===== config.mk =====
export PLATFORM = sky130hd
export DESIGN_NAME = adcs_top
export DESIGN_NICKNAME = d
export VERILOG_FILES = /design/src/adcs_pkg.sv /design/src/adcs_mon_if.sv /design/src/adcs_monitor.sv /design/src/adcs_top.sv
export VERILOG_INCLUDE_DIRS = /design/src /design/src/src
export SDC_FILE = /design/constraint.sdc
export NUM_CORES = 1
export LEC_CHECK = 0
export BUFFER_PORTS_ARGS = -buffer_cell sky130_fd_sc_hd__buf_2
export CORE_MARGIN = 2
export CORE_UTILIZATION = 38
export CTS_CLUSTER_DIAMETER = 200
export CTS_CLUSTER_SIZE = 20
export DETAILED_ROUTE_END_ITERATION = 7
export HOLD_SLACK_MARGIN = 0.1
export PLACE_DENSITY = 0.69
export SETUP_SLACK_MARGIN = 0.5
export SLEW_MARGIN = 10
export SYNTH_ARGS = -nofsm -noshare
export SYNTH_HDL_FRONTEND = slang
export SYNTH_SLANG_ARGS = --single-unit

===== constraint.sdc =====
create_clock -name aclk -period 8.55 [get_ports aclk]
set_input_delay 0.855 -clock aclk [delete_from_list [all_inputs] [get_ports aclk]]
set_output_delay 0.855 -clock aclk [all_outputs]
set_load 0.01 [all_outputs]

===== src/adcs_defines.svh =====
// Register offsets, field positions, reset values and timing counts
`ifndef ADCS_DEFINES_SVH
`define ADCS_DEFINES_SVH

`define ADCS_ADDR_W 8
`define ADCS_OFF_CHEN 8'h24
`define ADCS_OFF_CMP0 8'h28
`define ADCS_OFF_CMP1 8'h2c
`define ADCS_OFF_STAT 8'h30
`define ADCS_OFF_CAL 8'h34

`define ADCS_CHEN_RST 10'h000
`define ADCS_CMP_RST 32'h00000000
`define ADCS_CMP_WMASK 32'h0fff0f3f
`define ADCS_CMP_VAL_HI 27
`define ADCS_CMP_VAL_LO 16
`define ADCS_CMP_CNT_HI 11
`define ADCS_CMP_CNT_LO 8
`define ADCS_CMP_CH_HI 5
`define ADCS_CMP_CH_LO 3
`define ADCS_CMP_COND 2
`define ADCS_CMP_IE 1
`define ADCS_CMP_EN 0

`define ADCS_ST_ADF 0
`define ADCS_ST_MONITOR0_FLAG 1
`define ADCS_ST_BUSY 3
`define ADCS_CAL_EN 0
`define ADCS_CAL_DONE 1

`define ADCS_BURST_EOC_LEVEL 5'h04
`define ADCS_CAL_ADC_CLOCKS 127
`define ADCS_CAL_CYCLES (`ADCS_CAL_ADC_CLOCKS)

`define ADCS_RESP_OKAY 2'h0
`define ADCS_RESP_SLVERR 2'h2

`endif


===== src/adcs_pkg.sv =====
// Types shared by the converter control block
package adcs_pkg;
    // Operation mode, encodings in order 00..11
    typedef enum logic [1:0] {
        MODE_SINGLE,
        MODE_BURST,
        MODE_SCAN_ONCE,
        MODE_SCAN_CONT
    } adcs_mode_t;

    // Self-calibration sequence
    typedef enum logic [1:0] {
        CAL_IDLE,
        CAL_RUN,
        CAL_DONE
    } adcs_cal_state_t;
endpackage


===== src/adcs_mon_if.sv =====
// Link between the register block and one result compare monitor
`timescale 1ns/1ps
`default_nettype none
interface adcs_mon_if;
    logic load;          // Result loaded this cycle
    logic [2:0] chan;    // Channel of the loaded result
    logic [11:0] result; // Loaded result
    logic [31:0] cfg;    // Monitor configuration word
    logic hit;           // Match count reached, one-cycle pulse

    modport ctl (output load, output chan, output result, output cfg, input hit);
    modport mon (input load, input chan, input result, input cfg, output hit);
endinterface
`default_nettype wire


===== src/adcs_monitor.sv =====
// One result compare monitor with its match counter
`timescale 1ns/1ps
`default_nettype none
`include "adcs_defines.svh"
module adcs_monitor (
    // Clock and reset
    input wire logic aclk,
    input wire logic aresetn,
    // Configuration and results
    adcs_mon_if.mon mif
);
    logic [4:0] cnt_r;   // Consecutive matches, reaches 15 at most
    logic [4:0] target;  // Match count field plus one
    logic enabled;
    logic selected;
    logic meets;
    logic [4:0] cnt_inc;

    assign enabled = mif.cfg[`ADCS_CMP_EN];
    assign target = {1'b0, mif.cfg[`ADCS_CMP_CNT_HI:`ADCS_CMP_CNT_LO]} + 5'h01;
    assign selected = mif.load && enabled && (mif.chan == mif.cfg[`ADCS_CMP_CH_HI:`ADCS_CMP_CH_LO]);
    assign cnt_inc = cnt_r + 5'h01;

    // Condition bit chooses at-or-above versus strictly below
    always_comb begin
        if (mif.cfg[`ADCS_CMP_COND]) begin
            meets = mif.result >= mif.cfg[`ADCS_CMP_VAL_HI:`ADCS_CMP_VAL_LO];
        end else begin
            meets = mif.result < mif.cfg[`ADCS_CMP_VAL_HI:`ADCS_CMP_VAL_LO];
        end
    end

    // Match counter; restarts after a hit so the flag can fire again
    always_ff @(posedge aclk) begin
        if (!aresetn) begin
            cnt_r <= 5'h00;
        end else if (!enabled) begin
            cnt_r <= 5'h00;
        end else if (selected && !meets) begin
            cnt_r <= 5'h00;
        end else if (selected && (cnt_inc == target)) begin
            cnt_r <= 5'h00;
        end else if (selected) begin
            cnt_r <= cnt_inc;
        end
    end

    // Hit pulse, registered
    always_ff @(posedge aclk) begin
        if (!aresetn) begin
            mif.hit <= 1'b0;
        end else begin
            mif.hit <= selected && meets && (cnt_inc == target);
        end
    end
endmodule
`default_nettype wire


===== src/adcs_top.sv =====
// Converter channel, compare and status registers behind an AXI4-Lite slave
//
// Design decision made here: the AXI4-Lite slave port.
`timescale 1ns/1ps
`default_nettype none
`include "adcs_defines.svh"
module adcs_top (
    // Clock and reset
    input wire logic aclk,
    input wire logic aresetn,
    // AXI4-Lite write address and data
    input wire logic [`ADCS_ADDR_W-1:0] s_axi_awaddr,
    input wire logic s_axi_awvalid,
    output logic s_axi_awready,
    input wire logic [31:0] s_axi_wdata,
    input wire logic [3:0] s_axi_wstrb,
    input wire logic s_axi_wvalid,
    output logic s_axi_wready,
    // AXI4-Lite write response
    output logic [1:0] s_axi_bresp,
    output logic s_axi_bvalid,
    input wire logic s_axi_bready,
    // AXI4-Lite read
    input wire logic [`ADCS_ADDR_W-1:0] s_axi_araddr,
    input wire logic s_axi_arvalid,
    output logic s_axi_arready,
    output logic [31:0] s_axi_rdata,
    output logic [1:0] s_axi_rresp,
    output logic s_axi_rvalid,
    input wire logic s_axi_rready,
    // Conversion core status and events
    input wire logic result_load,
    input wire logic [2:0] result_chan,
    input wire logic [11:0] result_data,
    input wire logic [7:0] data_valid_flags,
    input wire logic [7:0] data_overrun_flags,
    input wire logic fifo_data_valid,
    input wire logic fifo_overrun,
    input wire logic [4:0] fifo_level,
    input wire logic single_conv_end,
    input wire logic scan_cycle_end,
    input wire logic [2:0] seq_chan,
    // Control bits held in the converter control register
    input wire logic conversion_start_bit,
    input wire logic [1:0] operation_mode_field,
    input wire logic converter_irq_enable,
    // Channel selection to the sequencer
    output logic [7:0] chan_enable_eff,
    output logic [2:0] single_chan,
    output logic [1:0] chan7_source_select,
    // Calibration
    output logic calibration_enable,
    output logic calibration_run,
    output logic calibration_done,
    // Interrupt requests
    output logic [1:0] compare_irq_request,
    output logic converter_irq_request
);
    adcs_pkg::adcs_mode_t mode;
    adcs_pkg::adcs_cal_state_t cal_st_r;
    logic [9:0] chen_r;         // Chan7_source_select 9:8, enables 7:0
    logic [31:0] cmp_r [2];     // Monitor configuration words
    logic adf_r;                // End-of-conversion flag
    logic [1:0] monitor_flag_r;         // Monitor flags
    logic calibration_enable_r;
    logic [7:0] cal_cnt_r;
    logic [`ADCS_ADDR_W-1:0] awaddr_r;
    logic aw_held_r;
    logic [31:0] wdata_r;
    logic [3:0] wstrb_r;
    logic w_held_r;
    logic wr_go;                // Write performed this cycle
    logic [31:0] wmask;
    logic [31:0] wbits;         // Written bits under strobes
    logic [1:0] hit;
    logic [2:0] lowest;
    logic [7:0] vld_view;
    logic [7:0] ovr_view;
    logic [2:0] chan_view;
    logic [31:0] rd_word;
    logic rd_hit;
    logic wr_hit;
    logic adf_set;
    logic cal_go;

    assign mode = adcs_pkg::adcs_mode_t'(operation_mode_field);

    // Write channels taken in either order, held until the write is done
    assign s_axi_awready = !aw_held_r;
    assign s_axi_wready = !w_held_r;
    assign wr_go = aw_held_r && w_held_r && !s_axi_bvalid;
    assign wmask = {{8{wstrb_r[3]}}, {8{wstrb_r[2]}}, {8{wstrb_r[1]}}, {8{wstrb_r[0]}}};
    assign wbits = wdata_r & wmask;

    // Address capture
    always_ff @(posedge aclk) begin
        if (!aresetn) begin
            aw_held_r <= 1'b0;
            awaddr_r <= '0;
        end else if (s_axi_awvalid && s_axi_awready) begin
            aw_held_r <= 1'b1;
            awaddr_r <= s_axi_awaddr;
        end else if (wr_go) begin
            aw_held_r <= 1'b0;
        end
    end

    // Data capture
    always_ff @(posedge aclk) begin
        if (!aresetn) begin
            w_held_r <= 1'b0;
            wdata_r <= 32'h00000000;
            wstrb_r <= 4'h0;
        end else if (s_axi_wvalid && s_axi_wready) begin
            w_held_r <= 1'b1;
            wdata_r <= s_axi_wdata;
            wstrb_r <= s_axi_wstrb;
        end else if (wr_go) begin
            w_held_r <= 1'b0;
        end
    end

    // Decode of the held write address
    always_comb begin
        case (awaddr_r)
            `ADCS_OFF_CHEN, `ADCS_OFF_CMP0, `ADCS_OFF_CMP1, `ADCS_OFF_STAT, `ADCS_OFF_CAL: begin
                wr_hit = 1'b1;
            end
            default: begin
                wr_hit = 1'b0;
            end
        endcase
    end

    // Write response; unmapped addresses answer slave error
    always_ff @(posedge aclk) begin
        if (!aresetn) begin
            s_axi_bvalid <= 1'b0;
            s_axi_bresp <= `ADCS_RESP_OKAY;
        end else if (wr_go) begin
            s_axi_bvalid <= 1'b1;
            s_axi_bresp <= wr_hit ? `ADCS_RESP_OKAY : `ADCS_RESP_SLVERR;
        end else if (s_axi_bready) begin
            s_axi_bvalid <= 1'b0;
        end
    end

    // Channel enables and channel 7 source
    always_ff @(posedge aclk) begin
        if (!aresetn) begin
            chen_r <= `ADCS_CHEN_RST;
        end else if (wr_go && awaddr_r == `ADCS_OFF_CHEN) begin
            chen_r <= (chen_r & ~wmask[9:0]) | wbits[9:0];
        end
    end

    // Lowest enabled channel; channel 0 when nothing else is on
    always_comb begin
        lowest = 3'h0;
        for (int i = 7; i >= 1; i--) begin
            if (chen_r[i]) begin
                lowest = 3'(i);
            end
        end
        if (chen_r[0]) begin
            lowest = 3'h0;
        end
    end

    // Sequencer-facing selections, registered
    always_ff @(posedge aclk) begin
        if (!aresetn) begin
            chan_enable_eff <= 8'h01;
            single_chan <= 3'h0;
            chan7_source_select <= 2'h0;
        end else begin
            chan_enable_eff <= {chen_r[7:1], chen_r[0] | (chen_r[7:1] == 7'h00)};
            single_chan <= lowest;
            chan7_source_select <= chen_r[9:8];
        end
    end

    // Two monitors with their configuration words and flags
    for (genvar m = 0; m < 2; m++) begin : g_mon
        adcs_mon_if mif ();
        assign mif.load = result_load;
        assign mif.chan = result_chan;
        assign mif.result = result_data;
        assign mif.cfg = cmp_r[m];
        assign hit[m] = mif.hit;

        adcs_monitor u_mon (
            .aclk(aclk),
            .aresetn(aresetn),
            .mif(mif)
        );

        // Configuration; reserved bits never stored
        always_ff @(posedge aclk) begin
            if (!aresetn) begin
                cmp_r[m] <= `ADCS_CMP_RST;
            end else if (wr_go && awaddr_r == (m == 0 ? `ADCS_OFF_CMP0 : `ADCS_OFF_CMP1)) begin
                cmp_r[m] <= ((cmp_r[m] & ~wmask) | wbits) & `ADCS_CMP_WMASK;
            end
        end

        // Flag: a hit in the clearing cycle wins over the clear
        always_ff @(posedge aclk) begin
            if (!aresetn) begin
                monitor_flag_r[m] <= 1'b0;
            end else if (hit[m]) begin
                monitor_flag_r[m] <= 1'b1;
            end else if (wr_go && awaddr_r == `ADCS_OFF_STAT && wbits[`ADCS_ST_MONITOR0_FLAG + m]) begin
                monitor_flag_r[m] <= 1'b0;
            end
        end

        // Per-monitor compare request
        always_ff @(posedge aclk) begin
            if (!aresetn) begin
                compare_irq_request[m] <= 1'b0;
            end else begin
                compare_irq_request[m] <= monitor_flag_r[m] && cmp_r[m][`ADCS_CMP_IE];
            end
        end
    end

    // End-of-conversion sources depend on the mode
    always_comb begin
        case (mode)
            adcs_pkg::MODE_SINGLE: begin
                adf_set = single_conv_end;
            end
            adcs_pkg::MODE_BURST: begin
                adf_set = fifo_level > `ADCS_BURST_EOC_LEVEL;
            end
            adcs_pkg::MODE_SCAN_ONCE, adcs_pkg::MODE_SCAN_CONT: begin
                adf_set = scan_cycle_end;
            end
            default: begin
                adf_set = 1'b0;
            end
        endcase
    end

    // End flag; set wins over a clear in the same cycle
    always_ff @(posedge aclk) begin
        if (!aresetn) begin
            adf_r <= 1'b0;
        end else if (adf_set) begin
            adf_r <= 1'b1;
        end else if (wr_go && awaddr_r == `ADCS_OFF_STAT && wbits[`ADCS_ST_ADF]) begin
            adf_r <= 1'b0;
        end
    end

    // Combined converter request covers the end flag and both monitors
    always_ff @(posedge aclk) begin
        if (!aresetn) begin
            converter_irq_request <= 1'b0;
        end else begin
            converter_irq_request <= (adf_r && converter_irq_enable)
                || (monitor_flag_r[0] && cmp_r[0][`ADCS_CMP_IE])
                || (monitor_flag_r[1] && cmp_r[1][`ADCS_CMP_IE]);
        end
    end

    // Calibration enable register; a rising write starts the sequence
    assign cal_go = wr_go && awaddr_r == `ADCS_OFF_CAL && wstrb_r[0]
        && wdata_r[`ADCS_CAL_EN] && !calibration_enable_r;
    always_ff @(posedge aclk) begin
        if (!aresetn) begin
            calibration_enable_r <= 1'b0;
        end else if (wr_go && awaddr_r == `ADCS_OFF_CAL && wstrb_r[0]) begin
            calibration_enable_r <= wdata_r[`ADCS_CAL_EN];
        end
    end

    // Calibration sequencer; dropping enable aborts and clears done
    always_ff @(posedge aclk) begin
        if (!aresetn) begin
            cal_st_r <= adcs_pkg::CAL_IDLE;
            cal_cnt_r <= 8'h00;
        end else if (wr_go && awaddr_r == `ADCS_OFF_CAL && wstrb_r[0] && !wdata_r[`ADCS_CAL_EN]) begin
            cal_st_r <= adcs_pkg::CAL_IDLE;
            cal_cnt_r <= 8'h00;
        end else begin
            case (cal_st_r)
                adcs_pkg::CAL_IDLE: begin
                    if (cal_go) begin
                        cal_st_r <= adcs_pkg::CAL_RUN;
                        cal_cnt_r <= 8'h00;
                    end
                end
                adcs_pkg::CAL_RUN: begin
                    if (cal_cnt_r == 8'(`ADCS_CAL_CYCLES - 1)) begin
                        cal_st_r <= adcs_pkg::CAL_DONE;
                    end
                    cal_cnt_r <= cal_cnt_r + 8'h01;
                end
                adcs_pkg::CAL_DONE: begin
                    cal_st_r <= adcs_pkg::CAL_DONE;
                end
                default: begin
                    cal_st_r <= adcs_pkg::CAL_IDLE;
                end
            endcase
        end
    end

    assign calibration_enable = calibration_enable_r;
    assign calibration_run = cal_st_r == adcs_pkg::CAL_RUN;
    assign calibration_done = cal_st_r == adcs_pkg::CAL_DONE;

    // Status views; burst mode spreads the FIFO flags over all bits
    assign vld_view = (mode == adcs_pkg::MODE_BURST) ? {8{fifo_data_valid}} : data_valid_flags;
    assign ovr_view = (mode == adcs_pkg::MODE_BURST) ? {8{fifo_overrun}} : data_overrun_flags;
    // Idle single mode shows the lowest enabled channel as next
    assign chan_view = (!conversion_start_bit && mode == adcs_pkg::MODE_SINGLE) ? lowest : seq_chan;

    // Read word assembly; reserved bits read zero
    always_comb begin
        rd_hit = 1'b1;
        case (s_axi_araddr)
            `ADCS_OFF_CHEN: begin
                rd_word = {22'h000000, chen_r};
            end
            `ADCS_OFF_CMP0: begin
                rd_word = cmp_r[0];
            end
            `ADCS_OFF_CMP1: begin
                rd_word = cmp_r[1];
            end
            `ADCS_OFF_STAT: begin
                rd_word = {8'h00, ovr_view, vld_view, 1'b0, chan_view,
                    conversion_start_bit, monitor_flag_r, adf_r};
            end
            `ADCS_OFF_CAL: begin
                rd_word = {30'h00000000, calibration_done, calibration_enable_r};
            end
            default: begin
                rd_word = 32'h00000000;
                rd_hit = 1'b0;
            end
        endcase
    end

    // Read channel: answer one cycle after the address is taken
    assign s_axi_arready = !s_axi_rvalid;
    always_ff @(posedge aclk) begin
        if (!aresetn) begin
            s_axi_rvalid <= 1'b0;
            s_axi_rdata <= 32'h00000000;
            s_axi_rresp <= `ADCS_RESP_OKAY;
        end else if (s_axi_arvalid && s_axi_arready) begin
            s_axi_rvalid <= 1'b1;
            s_axi_rdata <= rd_word;
            s_axi_rresp <= rd_hit ? `ADCS_RESP_OKAY : `ADCS_RESP_SLVERR;
        end else if (s_axi_rready) begin
            s_axi_rvalid <= 1'b0;
        end
    end
endmodule
`default_nettype wire


* Word level (Yosys, flattened, before mapping)
Memories as Yosys holds them, arrays and structs flattened.
Index checks and enable logic that the tools add are counted.
** Word-level totals
- Bits in registers :: 132
- Bits in writable memories :: 44
- Output and inout bits :: 60
- Logic and storage cells :: 184
- Memories kept :: 1
** Operators by class
- Add/subtract/negate cells :: 5
- $lt $le $gt $ge :: 5
- Equal/unequal tests :: 22
- Mux-type cells :: 46
- Bitwise logic cells :: 15
- Reduce and logical (&&, ||, !) cells :: 63
** Memory list
- cmp_r :: depth 2, bits a word 22, rd ports 2, clocked after Yosys merged registers in 0, write ports 2, line adcs_top.sv:62 : logic [31:0] cmp_r [2];
** Operators with widths (number)
- 32-bit one-hot mux with 5 select lines :: 1
- 28-bit AND :: 3
- 8-bit by 6-bit equality test with 1-bit output (second input constant) :: 10
- 28-bit OR :: 2
- 22-bit two-way mux :: 2
- 1-bit logical AND :: 33
- 28-bit inverter :: 1
- 3-bit two-way mux :: 9
- 12-bit greater-or-equal comparator :: 2
- 12-bit < comparator :: 2
- 1-bit two-way mux :: 24
- 8-bit two-way mux :: 3
- 8-bit one-hot mux with 2 select lines :: 1
- 2-bit nonzero test :: 8
- 4-bit by 1-bit adder with 5-bit output (second input constant) :: 2
- 5-bit by 1-bit adder with 5-bit output (second input constant) :: 2
- 10-bit AND :: 1
- 5-bit equality test :: 2
- 10-bit inverter :: 1
- 10-bit OR :: 1
- 5-bit OR reduction :: 2
- 1-bit zero test :: 9
- 8-bit by 1-bit adder with 8-bit output (second input constant) :: 1
- 8-bit by 7-bit equality test with 1-bit output (second input constant) :: 1
- other kinds (17) :: 33

* Longest topological paths before layout
Gate-level depths: netlist of the first run.
- Depth after elaboration :: 10
- Mapped depth :: 9

* Modules after synthesis
From an unflattened synthesis of the first run, not the netlist that was laid out.
** Unflattened totals
- Cell total of the unflattened synthesis :: 961
- Area total of the unflattened synthesis :: 8562.0 µm²
** By module, submodules not included
- adcs_top :: instances 1, cells an instance 755, area an instance 6988.0 µm², sequential area each 3523.4 µm²
- adcs_monitor :: instances 2, cells an instance 103, area an instance 787.0 µm², sequential area each 120.1 µm²

* Worst setup path after synthesis of the first run
Ideal clock, no wire load.
- Path type :: register -> register
- Start point :: reg awaddr_r[6]
- End point :: mem cmp_r[0][0] (netlist name), enable pin
- Arrival :: 2.929 ns
- Path slack :: 5.190 ns
- Cell stages (with the launch flop) :: 6
- Path buffers :: 0
- Period minus slack after synthesis :: 3.360 ns
- Path through :: dfxtp_1 > or4b_4 > nor3_4 > and3b_1 > inv_2 > o21ai_0
** RTL lines
- from (decl) :: line adcs_top.sv:67 : logic [`ADCS_ADDR_W-1:0] awaddr_r;
- from (signal assigned) :: line adcs_top.sv:102 : awaddr_r <= s_axi_awaddr;
- to (decl) :: line adcs_top.sv:62

* Final worst setup path of the first run
- Start point :: in s_axi_araddr[7]
- End point :: reg s_axi_rdata[25]
** Between the ends
- Word-level cells in the longest chain between the ends :: 2
- Elaborated cells on any way between the ends :: 6
- Classes of those cells :: eq/ne: 5; mux: 1
** RTL lines
- from (decl) :: line adcs_top.sv:24 : input wire logic [`ADCS_ADDR_W-1:0] s_axi_araddr,
- 8-bit by 6-bit equality test with 1-bit output :: line adcs_top.sv:324 : case (s_axi_araddr)
- 32-bit one-hot mux with 5 select lines (*) :: line adcs_top.sv:324
- to (signal assigned) :: line adcs_top.sv:357 : s_axi_rdata <= rd_word;
- to (decl) :: line adcs_top.sv:27 : output logic [31:0] s_axi_rdata,
Every way passes the cells marked *; elsewhere a longest branch is shown, timed or not.
A chain may end at the register's enable or synchronous reset.

==> results of run 1 <==
layout make-up:
cell class	instances	area, µm²
fill	2088	11400
multi-input combinational	689	4146
sequential	166	3764
timing repair buffer	156	790.8
clock buffer	23	511.7
tap	275	344.1
inverter	39	146.4
clock inverter	8	45.04
antenna	2	5.005
worst min-delay path, delay by kind of cell, from the launching register on:
kind            cells  cell delay (ns)
compound gates      1             0.05
flops               1             0.30
buf+inv             1             0.04
flip-flops by register name (all words and copies together) (netlist names), 3 cells and up, named ones only:
| signal | cells |
|---|---|
| awaddr_r | 8 |
| cal_cnt_r | 8 |
| chan_enable_eff | 8 |
| cmp_r | 44 |
| g_mon.u_mon.cnt_r | 10 |
| s_axi_rdata | 28 |
| single_chan | 3 |
| wdata_r | 24 |
| wstrb_r | 4 |
power breakdown:
group / total, mW / switching (mW) / leakage (nW) / internal (mW)
clock: 0.723 / 0.304 / 0.277 / 0.419
combinational: 0.140 / 0.0819 / 2.26 / 0.0581
sequential: 0.850 / 0.0232 / 1.44 / 0.827
worst min-delay path by stage:
stage,to,slack [ns],startpoint,cells past startpoint
after detailed placement,monitor_flag_r[1],0.43,g_mon[1].u_mon.mif.hit,2
after CTS,monitor_flag_r[1],0.43,g_mon[1].u_mon.mif.hit,2
after floorplan,monitor_flag_r[0],0.41,g_mon[0].u_mon.mif.hit,2
final,monitor_flag_r[1],0.43,g_mon[1].u_mon.mif.hit,2
after global routing,wdata_r[20],0.47,wdata_r[20],2
after global placement,monitor_flag_r[1],0.43,g_mon[1].u_mon.mif.hit,2
layout by cell type, fill, tap and decap left out, types with 14 or more instances in the layout:
cell type / n
nand2b_1: 27
clkbuf_16: 20
dfxtp_1: 122
nand2_1: 156
nor2b_1: 35
buf_2: 152
a21oi_1: 100
and2_1: 26
inv_1: 37
o21ai_0: 61
edfxtp_1: 44
mux2i_1: 17
a221oi_1: 14
nand3_1: 17
ha_1: 34
nor2_1: 54
xor2_1: 16
metal layers:
metal / routed length [µm] / vias up / track usage (%)
met4: 393 / 0 / 6.682
li1: - / 3515 / -
met1: 10260 / 3278 / 26.21
met5: 0 / - / 0
met3: 1501 / 29 / 4.759
met2: 9960 / 215 / 31.15
logic make-up after synthesis:
family                   Yosys count  synth area share (%)
buffers and inverters             89                 4.505
AND/OR/NAND/NOR                  371                 22.42
multiplexers                      19                 2.336
AO/OA/AOI/OAI                    232                 17.05
XOR/XNOR                          27                 2.867
other                              1               0.04546
flip-flops                       166                 45.62
adder cells (fa/ha/maj)           34                 5.157
metrics by stage:
step / hold WS, ns / power (mW) / setup WS [ns]
3_3_place_gp: 0.4343 / 1.003 / 5.390
6_report: 0.4309 / 1.713 / 5.729
2_1_floorplan: 0.4108 / 0.9481 / 5.190
3_5_place_dp: 0.4344 / 1.007 / 5.351
4_1_cts: 0.4338 / 1.725 / 5.797
5_1_grt: 0.4738 / 1.780 / 5.567
==> impl_metrics.json, run 1 <==
{
  "synth_warnings": 0,
  "crit_fanout": 20,
  "synth_top_area_cell": "dfxtp_1",
  "cts_buffers": 17,
  "io_pins": 167,
  "die_y_um": 151.3,
  "critPathBufInv": 1,
  "reg2regPathDepth": 5,
  "root_buffer": "clkbuf_16",
  "drtAntennaViolNets": 0,
  "cts_tree": "yes",
  "worst_pin_slew_ns": 1.103,
  "r2r-start": "awaddr_r[6]",
  "area_growth_pct": 18.23,
  "maxCapViolCount": 0,
  "routed_wl_um": 22120,
  "hold_viol": 0,
  "fin_cells": 1358,
  "crit_type": "in2reg",
  "p_per_area_nw_per_um2": 175.7,
  "postPlaceCellArea_um2": 9186,
  "clock_latency_ns": 0.43,
  "ys_types": 70,
  "status": "complete, no violations",
  "cp-endpoint": "s_axi_rdata[25]",
  "vias": 7037,
  "first_global_vias": 6692,
  "r2r_setup_slack_ns": 5.83,
  "num_rows": 53,
  "hold_buffers": 0,
  "dr.pass1.iters": 5,
  "first_iter_violations": 417,
  "synth_edf_count": 44,
  "crit_cells": 8,
  "htreeDepth": 4,
  "place_inst": 1325,
  "rsz0062_at_grt": "no",
  "cpMostUsedCell": "and2_1",
  "slew_violations": 0,
  "hp-class": "reg2reg",
  "seq_area_frac_synth_pct": 45.62,
  "synth_area_leaders": "dfxtp_1 (30%), edfxtp_1 (16%), nand2_1 (7.1%)",
  "start_util_pct": 39.00,
  "synth.cell_area_um2": 8249,
  "leakagePower_nw": 3.978,
  "layout_worst_path_cycle_share_pct": 33.00,
  "path_cells": "buf_2 > nor4_1 > and2_1 > nand2b_1 > nor2b_2 > a22oi_1 > o21ai_0 > and2_1",
  "setup_viol": 0,
  "synth_most_common_cell": "nand2_1",
  "fin_nets": 1210,
  "async_flop_share_pct": 0,
  "core_area_um2": 21150,
  "fin_tns_setup_ns": 0,
  "cp_data_arrival_time_ns": 3.19,
  "start_kind": "input pin",
  "dieArea_um2": 22900,
  "drc": 0,
  "fin_area_um2": 9753,
  "final_layout_size_suffix_gt1_share_pct": 19.61,
  "syn_inst": 939,
  "post_cts_buffers": 0,
  "crit_required_ns": 8.92,
  "critPathSlowestCell": "nor2b_2",
  "avgViaCountPerCell": 5.182,
  "grt_max_degree": 65,
  "antenna_found_initial": 0,
  "overflow": 0,
  "rr_endpoint": "cmp_r[1][4]",
  "relSlewSlack_pct": 26.13,
  "post_drt_wl_per_cell_um": 16.29,
  "min_period_ns": 2.821,
  "fin_util_pct": 46.11,
  "crit_family": "simple AND/OR/NAND/NOR gates",
  "cts_buffer_depth": 2,
  "peakVddDrop_mv": 0.1357,
  "synth_flop_cell": "dfxtp_1",
  "yosys.area.top_type_share_pct": 29.61,
  "dp_hpwl_um": 16000,
  "cp-startpoint": "s_axi_araddr[7]",
  "synth_area_per_cell_um2": 8.785,
  "track_usage_pct": 19.64,
  "clock.fmax_ghz": 0.3545,
  "clkSinkCount": 166,
  "die_x_um": 151.3,
  "place_congestion": 0.8763,
  "fin_skew_ns": 0.008415,
  "grt_pass1_wl_um": 34820,
  "ys_ff_latch": 166,
  "crit_path_end_kind": "register",
  "clkSlewWorstSetupHoldPaths_ns": 0.06,
  "max_stage_delay_ns": 0.87,
  "cts_resized": 0,
  "io_buffers": 152,
  "synth_common_cells": "nand2_1 (156), dfxtp_1 (122), a21oi_1 (100)"
}
(Power assumes the default switching activity.)
==> inputs of run 2 (changes only) <==
Clock period 8.55 ns to 2.8 ns, I/O delays scaled along.
==> run 2 against run 1 <==
Against the previous run:
- setup slack got worse by 5.5 ns
- sequential cell count did not move
- non-clock buffer count grew 48
- combinational power grew to 3.5 times the previous value
- critical endpoint is now g_mon[0].u_mon.cnt_r[2]
- largest cell class unchanged
- largest power group unchanged
- highest routed layer unchanged
==> impl_metrics.json, run 2 (same netlist as run 1, synthesis figures left out) <==
{
  "vias": 7212,
  "die_y_um": 151.3,
  "start_util_pct": 39.00,
  "cp_data_arrival_time_ns": 2.98,
  "dr.pass1.iters": 5,
  "clock_latency_ns": 0.43,
  "rr_endpoint": "g_mon[0].u_mon.cnt_r[2]",
  "root_buffer": "clkbuf_16",
  "hp-class": "in2reg",
  "first_global_vias": 6847,
  "io_buffers": 152,
  "mostFrequentLayoutCell": "nand2_1",
  "leakagePower_nw": 4.230,
  "wl_met2_um": 10440,
  "largest_register": "cmp_r",
  "r2r_setup_slack_ns": 0.20,
  "wl_met3_um": 1322,
  "wl_met1_um": 10460,
  "crit_path_end_kind": "register",
  "fin_util_pct": 48.93,
  "cts_buffer_depth": 2,
  "worst_pin_slew_ns": 0.9727,
  "diodes": 0,
  "reg2regPathDepth": 9,
  "fin_tns_setup_ns": 0,
  "rsz0062_at_grt": "yes",
  "setup_viol": 0,
  "maxCapViolCount": 0,
  "fin_nets": 1259,
  "clkSinkCount": 166,
  "grt_pass1_wl_um": 35380,
  "peakVddDrop_mv": 0.4179,
  "cts_buffers": 17,
  "clock.fmax_ghz": 0.3840,
  "final_cell_mix": "nand2_1 (156), buf_2 (152), dfxtp_1 (121)",
  "die_x_um": 151.3,
  "layout_worst_path_cycle_share_pct": 93.00,
  "fin_skew_ns": 0.01213,
  "top_regs": "cmp_r: 44 flops, s_axi_rdata: 28 flops, wdata_r: 24 flops",
  "top_layer": "met4",
  "slew_violations": 0,
  "post_drt_wl_per_cell_um": 16.02,
  "drtAntennaViolNets": 0,
  "crit_required_ns": 3.17,
  "crit_type": "reg2reg",
  "dp_hpwl_um": 16100,
  "drc": 0,
  "cts_tree": "yes",
  "largest_reg_flops": 44,
  "whs_path_depth": 3,
  "min_period_ns": 2.604,
  "timing.hold.ws_ns": 0.1057,
  "relSlewSlack_pct": 35.00,
  "r2r-start": "cmp_r[0][17]",
  "hold_path.startpoint": "s_axi_wdata[23]",
  "io_pins": 167,
  "avgViaCountPerCell": 5.129,
  "routed_wl_um": 22530,
  "regArea_um2": 3765,
  "grt_max_degree": 65,
  "holdPathEnd": "wdata_r[23]",
  "place_congestion": 0.8596,
  "hold_viol": 0,
  "core_area_um2": 21150,
  "dieArea_um2": 22900,
  "start_kind": "register",
  "antenna_found_initial": 0,
  "htreeDepth": 4,
  "overflow": 0,
  "num_rows": 53,
  "crit_fanout": 7,
  "first_iter_violations": 603,
  "track_usage_pct": 19.89,
  "clkSlewWorstSetupHoldPaths_ns": 0.06,
  "p_per_area_nw_per_um2": 530.7,
  "final_layout_size_suffix_gt1_share_pct": 21.84,
  "status": "complete, no violations",
  "multiInputGateArea_um2": 4245,
  "fill_cells": 1990,
  "p_total_mw": 5.493,
  "area_growth_pct": 25.48
}
## run 2: cell count changes in the layout (fill, tap and decap cells not counted), moves of 3 or more
cell / before / now
dlygate4sd3_1: 0 / 32
or3_4: 1 / 4
ha_1: 34 / 31
buf_4: 4 / 19
## run 2: worst max path at each step
stage | depth (start not counted) | from | slack, ns | to
5_1_grt | 9 | cmp_r[0][17] | 0.11 | g_mon[0].u_mon.cnt_r[2]
6_report | 9 | cmp_r[0][17] | 0.20 | g_mon[0].u_mon.cnt_r[2]
4_1_cts | 9 | cmp_r[0][15] | 0.24 | g_mon[0].u_mon.cnt_r[2]
3_5_place_dp | 9 | cmp_r[0][15] | 0.23 | g_mon[0].u_mon.cnt_r[2]
2_1_floorplan | 9 | cmp_r[0][15] | 0.43 | g_mon[0].u_mon.cnt_r[2]
3_3_place_gp | 9 | cmp_r[0][15] | 0.29 | g_mon[0].u_mon.cnt_r[2]
## run 2: repair_timing
action	4_1_cts	5_1_grt
resized for setup	9	12
setup buffers	5	3
pin swaps	5	8
hold buffers	32	0
setup endpoints to repair	13	41
hold endpoints to repair	32	0
cloned	1	0
## run 2: layout make-up
class / instances / area share, %
inverters: 39 / 1.414
clock buffers: 23 / 5.137
multi-input cells: 690 / 41.01
well taps: 275 / 3.324
repair buffers: 204 / 11.93
clock inverters: 9 / 0.8099
flip-flops and latches: 166 / 36.37
## run 2: power breakdown
| group | switching, mW | leakage, nW | total [mW] | internal (mW) |
|---|---|---|---|---|
| combinational | 0.267 | 2.48 | 0.486 | 0.219 |
| clock | 0.981 | 0.310 | 2.42 | 1.43 |
| sequential | 0.0668 | 1.45 | 2.59 | 2.52 |
| total | 1.32 | 4.23 | 5.49 | 4.18 |
## run 2: per-stage QoR
step / cells / setup WS [ns] / instance area [µm²]
after detailed placement: 1333 / 0.2340 / 9251
after global placement: 1333 / 0.2874 / 9251
final: 1406 / 0.1960 / 10350
after global routing: 1406 / 0.1051 / 10350
after floorplan: 944 / 0.4318 / 8279
after CTS: 1403 / 0.2371 / 10280
## run 2: per-layer routing
metal / track usage, % / vias to the layer above
li1: - / 3612
met1: 26.90 / 3348
met2: 32.35 / 227
met3: 3.735 / 25
met4: 5.935 / 0
met5: 0 / -
## run 2: worst max-delay path: stages, from the launching register on
cell	delay [ns]
edfxtp_1	0.40
inv_2	0.10
ha_4	0.20
and2_4	0.15
a221o_1	0.31
a21o_1	0.18
or3_4	0.33
a2111o_1	0.53
o21bai_1	0.20
a21o_1	0.13
